**src/pwr_seq_map.svh**
```systemverilog
// offsets, field positions, reset values and timing counts of the power-up sequencer
// Overview of operation
// - on power-up only, run a 72 ms supply settle time-out on the RC clock.
// - keep the core in reset while the supply settle timer runs.
// - settle_timer_disable_n 0 uses the timer, 1 skips it.
// - after supply settle, count 1024 oscillator input cycles before leaving reset.
// - oscillator count only in crystal modes, on power-on or sleep wake-up.
// - settle timer starts after the power-on pulse; oscillator count after it.
// - RC mode with settle timer disabled gives no power-up time-out.
// - time-outs run despite clear pin; execution starts when pin goes high.
// - power-on flag cleared by power-on reset, unchanged by all others.
// - power-on reset sets timeout and power-down flags to one.
// - cause flags follow watchdog, wake-up and external clear combinations.
// - resets load PC 000h; wake-ups PC+1, or 0004h on interrupt wake-up with interrupts enabled.
// - status resets 0001 1xxx on power-on; flags kept on clear in run.
// - working registers kept except power-on; PC low byte zero on resets.
// - watchdog wake-up resumes and leaves reset registers unchanged.
// - watchdog reset acts internally, never drives the clear pin low.
`ifndef PWR_SEQ_MAP_SVH
`define PWR_SEQ_MAP_SVH
`define PCS_OFS 8'h00
`define IRQ_STS_OFS 8'h04
`define IRQ_MSK_OFS 8'h08
`define SEQ_STATE_OFS 8'h0c
`define PCS_POR_BIT 1
`define IRQ_SETTLED_BIT 0
`define IRQ_WDT_BIT 1
`define IRQ_WAKE_BIT 2
`define IRQ_CLEAR_BIT 3
`define CORE_CLK_HZ 40000000
`define RC_CLK_HZ 1000000
`define RC_DIV (`CORE_CLK_HZ / `RC_CLK_HZ)
`define SETTLE_TIME_MS 72
`define SETTLE_TICKS (`SETTLE_TIME_MS * (`RC_CLK_HZ / 1000))
`define OSC_SETTLE_CYCLES 1024
`define PC_RESET 13'h0000
`define PC_IRQ_VEC 13'h0004
`endif

```
**src/pwr_seq_pkg.sv**
```systemverilog
// types of the power-up sequencer
package pwr_seq_pkg;
  typedef enum logic [1:0] {ST_SUPPLY, ST_OSC_POR, ST_OSC_WAKE, ST_RUN} seq_state_t;
  typedef enum logic [2:0] {RK_NONE, RK_POR, RK_CLEAR, RK_WDT, RK_WAKE} reset_kind_t;
  typedef enum logic [1:0] {OSC_LP, OSC_XT, OSC_HS, OSC_RC} osc_mode_t;
  typedef struct packed {
    logic [7:0] addr;
    logic [7:0] wdata;
    logic wr;
    logic rd;
  } reg_req_t;
  typedef struct packed {
    seq_state_t st;
    logic [19:0] cnt;
    logic [7:0] div;
    logic osc_q;
    logic pin_q;
    logic power_control_status_por;
    logic to_n;
    logic pd_n;
    logic [3:0] sts;
    logic [3:0] msk;
    logic [7:0] rdata;
    reset_kind_t kind;
    logic pc_load;
    logic [12:0] pc_val;
    logic wdt_rst;
  } seq_regs_t;
endpackage

```
**src/power_up_reset_sequencer.sv**
```systemverilog
// power-up reset sequencer: settle timers, reset cause flags, pc load
`timescale 1ns/1ps
`include "pwr_seq_map.svh"
module power_up_reset_sequencer import pwr_seq_pkg::*; #(
  parameter int unsigned RC_DIV = `RC_DIV,
  parameter int unsigned SETTLE_TICKS = `SETTLE_TICKS,
  parameter int unsigned OSC_CYCLES = `OSC_SETTLE_CYCLES
) (
  // clock and reset
  input wire logic core_clk_i,
  input wire logic reset_n_i,
  // power and pins
  input wire logic power_on_pulse_i,
  input wire logic external_clear_pin_i,
  input wire logic osc_input_pin_i,
  // configuration
  input wire logic settle_timer_disable_n_i,
  input wire osc_mode_t osc_mode_i,
  // core status
  input wire logic sleeping_i,
  input wire logic watchdog_timeout_i,
  input wire logic irq_wake_i,
  input wire logic global_irq_enable_i,
  input wire logic [12:0] current_pc_i,
  // register port
  input wire reg_req_t req_i,
  output logic [7:0] rdata_o,
  // core control
  output logic core_reset_o,
  output reset_kind_t reset_kind_o,
  output logic pc_load_o,
  output logic [12:0] pc_value_o,
  output logic watchdog_timeout_flag_n_o,
  output logic powerdown_flag_n_o,
  output logic irq_o
);
  seq_regs_t q;
  seq_regs_t d;
  logic rc_tick;
  logic osc_edge;
  logic clr_fall;
  logic crystal;
  logic [3:0] ev;

  function automatic logic hit(input reg_req_t r, input logic [7:0] ofs);
    hit = r.addr == ofs;
  endfunction

  // internal rc clock as an enable pulse from the core clock
  assign rc_tick = q.div == 8'(RC_DIV - 1);
  assign osc_edge = osc_input_pin_i & ~q.osc_q;
  assign clr_fall = q.pin_q & ~external_clear_pin_i;
  assign crystal = osc_mode_i != OSC_RC;

  always_comb begin
    d = q;
    ev = 4'h0;
    d.pc_load = 1'b0;
    d.wdt_rst = 1'b0;
    d.kind = RK_NONE;
    d.rdata = 8'h00;
    d.osc_q = osc_input_pin_i;
    d.pin_q = external_clear_pin_i;
    d.div = rc_tick ? 8'h00 : q.div + 8'h01;
    case (q.st)
      ST_SUPPLY: begin
        // skip when disabled, else count rc ticks
        if (settle_timer_disable_n_i || (rc_tick && q.cnt == 20'(SETTLE_TICKS - 1))) begin
          d.cnt = 20'h0;
          d.st = crystal ? ST_OSC_POR : ST_RUN;
          ev[`IRQ_SETTLED_BIT] = !crystal;
        end else if (rc_tick) begin
          d.cnt = q.cnt + 20'h1;
        end
      end
      ST_OSC_POR, ST_OSC_WAKE: begin
        // count oscillator input edges
        if (osc_edge) begin
          if (q.cnt == 20'(OSC_CYCLES - 1)) begin
            d.cnt = 20'h0;
            d.st = ST_RUN;
            if (q.st == ST_OSC_WAKE) begin
              d.pc_load = 1'b1;
              d.kind = RK_WAKE;
              ev[`IRQ_WAKE_BIT] = 1'b1;
            end else begin
              ev[`IRQ_SETTLED_BIT] = 1'b1;
            end
          end else begin
            d.cnt = q.cnt + 20'h1;
          end
        end
      end
      ST_RUN: begin
        if (sleeping_i && (watchdog_timeout_i || irq_wake_i)) begin
          // wake-up: resume, registers untouched
          d.to_n = !watchdog_timeout_i;
          d.pd_n = 1'b0;
          d.pc_val = (!watchdog_timeout_i && global_irq_enable_i) ? `PC_IRQ_VEC
                     : current_pc_i + 13'h1;
          if (crystal) begin
            d.st = ST_OSC_WAKE;
            d.cnt = 20'h0;
          end else begin
            d.pc_load = 1'b1;
            d.kind = RK_WAKE;
            ev[`IRQ_WAKE_BIT] = 1'b1;
          end
        end else if (watchdog_timeout_i) begin
          // internal reset only, clear pin not driven
          d.to_n = 1'b0;
          d.pd_n = 1'b1;
          d.wdt_rst = 1'b1;
          d.pc_load = 1'b1;
          d.pc_val = `PC_RESET;
          d.kind = RK_WDT;
          ev[`IRQ_WDT_BIT] = 1'b1;
        end
      end
      default: d.st = ST_RUN;
    endcase
    // external clear: flags kept in run, sleep gives to 1 pd 0
    if (clr_fall && q.st != ST_SUPPLY && q.st != ST_OSC_POR) begin
      if (sleeping_i || q.st == ST_OSC_WAKE) begin
        d.to_n = 1'b1;
        d.pd_n = 1'b0;
      end else begin
        d.to_n = q.to_n;
        d.pd_n = q.pd_n;
      end
      d.st = ST_RUN;
      d.wdt_rst = 1'b0;
      d.pc_load = 1'b1;
      d.pc_val = `PC_RESET;
      d.kind = RK_CLEAR;
      ev = 4'h0;
      ev[`IRQ_CLEAR_BIT] = 1'b1;
    end
    // software sets the power-on flag
    if (req_i.wr && hit(req_i, `PCS_OFS)) begin
      d.power_control_status_por = req_i.wdata[`PCS_POR_BIT];
    end
    if (req_i.wr && hit(req_i, `IRQ_MSK_OFS)) begin
      d.msk = req_i.wdata[3:0];
    end
    // power-on pulse restarts the sequence, counting begins when it ends
    if (power_on_pulse_i) begin
      d.st = ST_SUPPLY;
      d.cnt = 20'h0;
      d.power_control_status_por = 1'b0;
      d.to_n = 1'b1;
      d.pd_n = 1'b1;
      d.wdt_rst = 1'b0;
      d.pc_load = 1'b1;
      d.pc_val = `PC_RESET;
      d.kind = RK_POR;
      ev = 4'h0;
    end
    // write one to clear, a new event wins
    if (req_i.wr && hit(req_i, `IRQ_STS_OFS)) begin
      d.sts = q.sts & ~req_i.wdata[3:0];
    end
    d.sts = d.sts | ev;
    if (req_i.rd) begin
      case (req_i.addr)
        `PCS_OFS: d.rdata = {6'h00, q.power_control_status_por, 1'b0};
        `IRQ_STS_OFS: d.rdata = {4'h0, q.sts};
        `IRQ_MSK_OFS: d.rdata = {4'h0, q.msk};
        `SEQ_STATE_OFS: d.rdata = {q.to_n, q.pd_n, 4'h0, q.st};
        default: d.rdata = 8'h00;
      endcase
    end
  end

  always_ff @(posedge core_clk_i or negedge reset_n_i) begin
    if (!reset_n_i) begin
      q <= '{st: ST_SUPPLY, cnt: 20'h0, div: 8'h00, osc_q: 1'b0, pin_q: 1'b1,
             power_control_status_por: 1'b0, to_n: 1'b1, pd_n: 1'b1, sts: 4'h0, msk: 4'h0,
             rdata: 8'h00, kind: RK_POR, pc_load: 1'b0, pc_val: `PC_RESET,
             wdt_rst: 1'b0};
    end else begin
      q <= d;
    end
  end

  // hold core during power-up timers, clear pin low, or watchdog reset
  assign core_reset_o = q.st == ST_SUPPLY || q.st == ST_OSC_POR || !external_clear_pin_i
                        || q.wdt_rst;
  assign rdata_o = q.rdata;
  assign reset_kind_o = q.kind;
  assign pc_load_o = q.pc_load;
  assign pc_value_o = q.pc_val;
  assign watchdog_timeout_flag_n_o = q.to_n;
  assign powerdown_flag_n_o = q.pd_n;
  assign irq_o = |(q.sts & q.msk);
endmodule

```
**config.mk**
```make
export PLATFORM = sky130hd
export DESIGN_NAME = power_up_reset_sequencer
export DESIGN_NICKNAME = d
export VERILOG_FILES = /design/src/pwr_seq_pkg.sv /design/src/power_up_reset_sequencer.sv
export VERILOG_INCLUDE_DIRS = /design/src
export SDC_FILE = /design/constraint.sdc
export NUM_CORES = 1
export LEC_CHECK = 0
export ABC_AREA = 1
export BUFFER_PORTS_ARGS = -buffer_cell sky130_fd_sc_hd__buf_2
export CAP_MARGIN = 20
export CORE_AREA = 5 5 104 106
export DETAILED_ROUTE_END_ITERATION = 6
export DIE_AREA = 0 0 109 111
export PLACE_DENSITY_LB_ADDON = 0.25
export SYNTH_ARGS = -nofsm -noshare
export SYNTH_HDL_FRONTEND = slang
export SYNTH_SLANG_ARGS = --single-unit
export TNS_END_PERCENT = 20
```
**constraint.sdc**
```tcl
create_clock -name core_clk_i -period 5 [get_ports core_clk_i]
set_input_delay 1 -clock core_clk_i [delete_from_list [all_inputs] [get_ports core_clk_i]]
set_output_delay 1 -clock core_clk_i [all_outputs]
set_load 0.01 [all_outputs]
```
==> results of run 1 <==
-- final cells by class --
cell class	instances	area, sq um	area share [%]
Clock buffer	12	145.1	3.083
Clock inverter	4	26.28	0.5581
Inverter	78	295.3	6.272
Multi-Input combinational cell	405	2061	43.77
Sequential cell	67	1682	35.72
Tap cell	133	166.4	3.534
Timing Repair Buffer	66	332.8	7.069
-- routing by layer --
layer  GRT usage [%]  part of all wire (%)
met1           22.85                    46
met2           29.20                    48
met3           3.669                   4.9
met4           6.650                   1.6
met5               0                     0
-- kinds of logic after synthesis --
kind of cell | after synthesis
simple gates | 317
fa+ha+maj | 9
xor+xnor | 10
other cells | 1
buf+inv | 109
compound gates | 67
flops | 67
-- worst max-delay path by stage --
stage / slack [ns] / start / to / cells after the start
floorplan: 2.89 / external_clear_pin_i / core_reset_o / 1
global placement: 1.97 / power_on_pulse_i / q[58] / 8
detailed placement: 1.90 / power_on_pulse_i / q[58] / 8
CTS: 2.28 / power_on_pulse_i / q[58] / 8
global route: 2.08 / power_on_pulse_i / q[58] / 8
finish: 2.25 / power_on_pulse_i / q[58] / 8
-- Yosys cell counts, drive strengths merged, types with 2 or more instances --
library cell | n | share of area (%)
a31oi | 2 | 0.29
a31o | 2 | 0.41
or2 | 2 | 0.29
a21oi | 19 | 2.5
ha | 9 | 2.6
dfstp | 4 | 2.5
buf | 31 | 5.4
nor2 | 86 | 9.5
inv | 77 | 6.8
a22oi | 2 | 0.35
xor2 | 9 | 1.8
nand2 | 152 | 14
nand3 | 48 | 6.5
o21ai | 39 | 5.0
nand4 | 19 | 2.8
dfrtp | 63 | 37
nor3 | 9 | 1.1
-- flip-flops by register name (all words and copies together) (netlist names) --
register	count
pc_load_o	1
pc_value_o	13
powerdown_flag_n_o	1
q	42
rdata_o	6
reset_kind_o	3
watchdog_timeout_flag_n_o	1
-- layout by cell type (no fill, tap or decap), types with 3 or more instances in the layout --
| master | count |
|---|---|
| a21oi_1 | 16 |
| a21oi_2 | 3 |
| buf_2 | 65 |
| clkbuf_8 | 10 |
| dfrtp_1 | 63 |
| dfstp_2 | 4 |
| ha_1 | 9 |
| inv_1 | 71 |
| inv_2 | 5 |
| nand2_1 | 144 |
| nand2_2 | 6 |
| nand3_1 | 41 |
| nand3_2 | 7 |
| nand4_1 | 19 |
| nor2_1 | 76 |
| nor2_2 | 4 |
| nor2_4 | 3 |
| nor2_8 | 3 |
| nor3_1 | 9 |
| o21ai_0 | 27 |
| o21ai_1 | 7 |
| o21ai_2 | 5 |
| xor2_1 | 9 |
-- metrics by stage --
step / instances / power, mW
after floorplan: 581 / 1.051
after global placement: 749 / 1.170
after detailed placement: 749 / 1.178
after CTS: 765 / 1.587
after global routing: 765 / 1.689
final: 765 / 1.568
-- report_power, final --
group	leakage [nW]	switching, mW	total (mW)	internal (mW)
clock network	0.0863	0.210	0.403	0.193
registers	0.889	0.0488	0.645	0.596
logic	1.47	0.367	0.520	0.153
==> metrics, run 1 <==
FP Rows 36; die area 12100 sq um; Post-Synth Adder-Cell Area 2.640%; postcts setup bufs 0; first-pass GRT wire length 17370 um; Clock transition at path regs 0.07 ns; fin util 48.62%; crit path max fanout 18; setup TNS 0 ns; Yosys warning count 0; largest net degree at the start of global routing 39; distinct cell type count after synthesis 38; vias 3772; Simple-Gate Fraction of Synth Area 34.32%; clk_lat worst skew 0.35 ns; worst r2r src q[67]; Area Growth Syn to Fin 10.38%; Placeable Area between 9000 and 10000 sq um; share of layout cells above drive strength 1 20.09%; router iterations before antenna repair 4; WP buf/inv 3; placer congestion estimate 0.9292; Final nets 679; TritonCTS Buffers 9; Slew Viols, Final 0; worst hold path depth 1; number of synthesized flops with an enable pin 0; Bufs on Longest Clock Path 2; number of max-cap violations 0; Residual DRC 0; initial antenna violation count 0; PortBufs 65; Root Driver clkbuf_8; Req. time, crit path 5.26 ns; Hold WS between 0.4 and 0.5 ns; vias in the first global route about 3800; DR vias/cell 4.931; worst hold path class flop to flop; critical setup path kind input port to flop; Slew headroom 56.73%; largest family of logic cells by synthesized area simple AND/OR/NAND/NOR gates; Syn Inst Count between 500 and 600; slowest CP cell clkinv_1; CTS tree built; Worst Hold End q[39]; Slew @ Worst Pin 0.6490 ns; Antenna Nets Post-Route 0; GRT Overall Usage 17.80%; drt total wl 9983 um; height of the die ~110 um; Worst Setup End Kind flop; Synth Area per Inst 7.354 sq um; pre-CTS setup slack ~1.9 ns; Post-DP HPWL 7630 um; Worst Path Arrival 3.01 ns; initial DRC count 294; register bit total from synthesis between 60 and 70; Area after DPL 4537 sq um; H-tree depth 3; pwr dens 332.9 nW/um^2; Compound-Gate Fraction of Synth Area between 9 and 10%; post-route cell area 4708 sq um; final period utilization 54.96%; CTS resizes 0; crit-path most repeated cell nand2_1; Filler Cells Inserted between 900 and 1000; Most used DFF post-synth dfrtp_1; crit-path leading delay family buffers and inverters; WL/cell approximately 13 um; Mapped Area 4265 sq um; RSZ-0062 raised after global routing no; Setup Skew 0.009686 ns; critical path launch point type input port; post-synthesis mux area share 0%; Hold Buf Count CTS 0; Sink Count 67; Hold Vio Cnt, Final 0; fmax 0.3639 GHz; critical-path cell list buf_2 > clkinv_1 > nand4_1 > nand2_2 > inv_2 > nand2_1 > nand2_1 > a21boi_0; RR Endpoint q[58]; endpoints failing setup 0; outcome finished clean; hold path start q[39]; min cycle time layout around 2.7 ns; # diodes 0; flop2flop setup slack between 2 and 3 ns; Leak 2.441 nW; fraction of registers with async set/reset 100.0%; maximum VDD drop 0.1089 mV; die span in x ~110 um; Synth Area in XOR/XNOR 2.053%; max incr delay on CP 0.41 ns; gr ovfl total 0; setup slack after layout 2.252 ns; io pins between 70 and 80; initial core utilization between 40% and 50%; register area share after synthesis 39.43%; Worst Reg-to-Reg Cells 10
Power figures use the tool's default switching activity.
==> run 2: changes to the inputs <==
--- a/config.mk
+++ b/config.mk
@@ -6,12 +6,12 @@
 export SDC_FILE = /design/constraint.sdc
 export NUM_CORES = 1
 export LEC_CHECK = 0
-export ABC_AREA = 1
+export ABC_AREA = 0
 export BUFFER_PORTS_ARGS = -buffer_cell sky130_fd_sc_hd__buf_2
 export CAP_MARGIN = 20
-export CORE_AREA = 5 5 104 106
+export CORE_AREA = 5 5 98 100
 export DETAILED_ROUTE_END_ITERATION = 6
-export DIE_AREA = 0 0 109 111
+export DIE_AREA = 0 0 103 105
 export PLACE_DENSITY_LB_ADDON = 0.25
 export SYNTH_ARGS = -nofsm -noshare
 export SYNTH_HDL_FRONTEND = slang
==> constraint.sdc (replaced) <==
create_clock -name core_clk_i -period 2.6 [get_ports core_clk_i]
set_input_delay 0.52 -clock core_clk_i [delete_from_list [all_inputs] [get_ports core_clk_i]]
set_output_delay 0.52 -clock core_clk_i [all_outputs]
set_load 0.01 [all_outputs]
==> run 2 against run 1 <==
  * First-iteration DRC count down 66%
  * Count of clock-buffer cells in the layout down 2
  * Combinational power up 69%
  * Final area down 8.5%
  * Flip-flop and latch count unchanged
  * Largest cell class unchanged
  * Synthesized cell count down 32%
  * Global-route usage decreased by 2.1 points
==> metrics, run 2 <==
cell taking the most area after synthesis dfrtp_1; Yosys warning count 0 (unchanged); gr ovfl total 0 (unchanged); Mapped Area 3746 sq um (-12%); pre-CTS setup slack 0.1350 ns (-1.765 ns); most frequent cells after synthesis 63 x dfrtp_1, 53 x nand2_1, 32 x nor2_1; setup slack after layout 0.1513 ns (-2.101 ns); maximum VDD drop 0.3064 mV (+180%); wire length on met3 514 um (+6.0%); setup TNS 0 ns (unchanged); Synth Area per Inst 9.508 sq um (+29%); clk_lat worst skew 0.34 ns (about the same); Antenna Nets Post-Route 0 (unchanged); DR vias/cell 5.305 (+7.6%); register area share after synthesis 44.89% (+5.5 points); min cycle time layout 2.449 ns; router iterations before antenna repair 4 (unchanged); Slew Viols, Final 0 (unchanged); Worst Reg-to-Reg Cells 7 (-3); RSZ-0062 raised after global routing no; commonest non-fill, non-tap cell in the layout buf_2; Final nets 509 (-25%); Clock transition at path regs 0.07 ns (about the same); CTS tree built; die span in x 103 um (-5.5%); fmax a little over 0.4 GHz; critical setup path kind flop to flop; Slew headroom 40.23% (-17 points); Syn Inst Count 394 (-32%); GRT Overall Usage 15.67% (-2.1 points); worst hold path class input port to async pin; pwr dens 672.4 nW/um^2 (+100%); final period utilization between 90% and 100%; vias 3024 (-20%); met1 WL 3705 um (-18%); max reg flops 42 (unchanged); vias in the first global route 2960 (-21%); Area after DPL 4119 sq um (-9.2%); number of synthesized flops with an enable pin 0 (unchanged); placer congestion estimate 0.8544 (-8.0%); Req. time, crit path 2.82 ns (-2.44 ns); met2 wire len 3776 um (-21%); initial antenna violation count 0 (unchanged); height of the die 105 um (-5.4%); Residual DRC 0 (unchanged); Root Driver clkbuf_8; crit path max fanout 11 (-7); Placeable Area 8593 sq um (-11%); Slew @ Worst Pin 0.8965 ns (+0.2475 ns); H-tree depth 3 (unchanged); number of max-cap violations 0 (unchanged); drt total wl 8099 um (-19%); register bit total from synthesis 67 (unchanged); Sink Count 67 (unchanged); initial core utilization 43.59% (-0.45 points); Most used DFF post-synth dfrtp_1; io pins 72 (unchanged); Area Growth Syn to Fin 15.06%; post-route cell area 4310 sq um (-8.5%); Tot Pwr 2.898 mW (+85%); endpoints failing setup 0 (unchanged); PortBufs 65 (unchanged); Worst Setup End Kind flop; initial DRC count 100 (-66%); first-pass GRT wire length 13700 um (-21%); most numerous cell in the Yosys netlist dfrtp_1; fraction of registers with async set/reset 100.0% (unchanged); TritonCTS Buffers 9 (unchanged); largest register by flop count q; WL/cell 14.21 um (+8.9%); # diodes 0 (unchanged); distinct cell type count after synthesis 57 (+50%); outcome finished clean; Worst Path Arrival 2.67 ns (-0.34 ns); share of layout cells above drive strength 1 25.54% (+5.4 points); Hold Vio Cnt, Final 0 (unchanged); die area 10820 sq um (-11%); Highest Signal Layer met4; Leak 2.036 nW (-17%); Setup Skew 0.006689 ns (-0.002998 ns); critical path launch point type flop; FP Rows 34 (-5.6%); Hold WS 0.3008 ns (-0.1557 ns); largest net degree at the start of global routing 40 (+2.6%); most frequent cells in the layout 65 x buf_2, 63 x dfrtp_1, 53 x nand2_1; Bufs on Longest Clock Path 2 (unchanged); largest cells by area after synthesis dfrtp_1 42%, nand2_1 5.3%, buf_4 5.0%; Post-DP HPWL 6096 um (-20%); Yosys top cell area share 42.08% (+5.1 points)
[run 2: critical path, cell delays in order, from the launching register on]
cell       delay (ns)
dfrtp_1          0.42
or4_1            0.56
nor4_1           0.34
a31oi_1          0.23
a2bb2oi_4        0.24
nor2b_1          0.07
buf_4            0.18
a221o_1          0.30
[run 2: logic make-up (layout without fill, tap and decap cells)]
group / count (synthesis) / count (layout) / share of synthesized area, %
other cells: 1 / 2 / 0.1001
buf+inv: 42 / 109 / 7.147
flops: 67 / 67 / 44.89
fa+ha+maj: 9 / 9 / 3.006
compound gates: 76 / 76 / 14.63
simple gates: 173 / 173 / 23.35
xor+xnor: 17 / 17 / 3.975
mux: 9 / 9 / 2.906
[run 2: stage by stage]
step / utilization (%) / std cells
after floorplan: - / 395
after global placement: 47.93 / 554
after detailed placement: 47.93 / 554
after CTS: 50.09 / 570
after global routing: 50.16 / 570
final: 50.16 / 570
[run 2: path summary, 6_finish.rpt]
path / from / endpoint / slack [ns]
min: reset_n_i / q[28] / 0.30
max reg2reg: q[61] / q[50] / 0.15
min reg2reg: q[39] / q[39] / 0.45
min in group core_clk_i: external_clear_pin_i / q[37] / 0.31
max in group asynchronous: reset_n_i / pc_value_o[3] / 1.57
max: q[61] / q[50] / 0.15
[run 2: routing by layer]
metal  vias up  track usage (%)
li1       1498                -
met1      1438            21.54
met2        73            24.34
met3        15            3.598
met4         0            4.995
met5         -                0
[run 2: layout make-up]
class                      count  area (sq um)
multi-input combinational    286          1807
tap                          108         135.1
fill                         800          4283
clock inverter                 6         57.56
timing repair buffer          84         467.9
sequential                    67          1682
inverter                       9         33.78
clock buffer                  10         127.6
[run 2: what timing repair did]
item	4_1_cts	5_1_grt
buffers inserted	0	0
endpoints found under the setup margin	0	2
hold buffers	0	0
gates resized for setup	0	2
[run 2: power by group]
part / total (mW) / switching, mW / leakage (nW) / internal, mW
Clock: 0.831 / 0.395 / 0.0958 / 0.436
Sequential: 1.19 / 0.0594 / 0.894 / 1.13
Combinational: 0.879 / 0.499 / 1.05 / 0.380
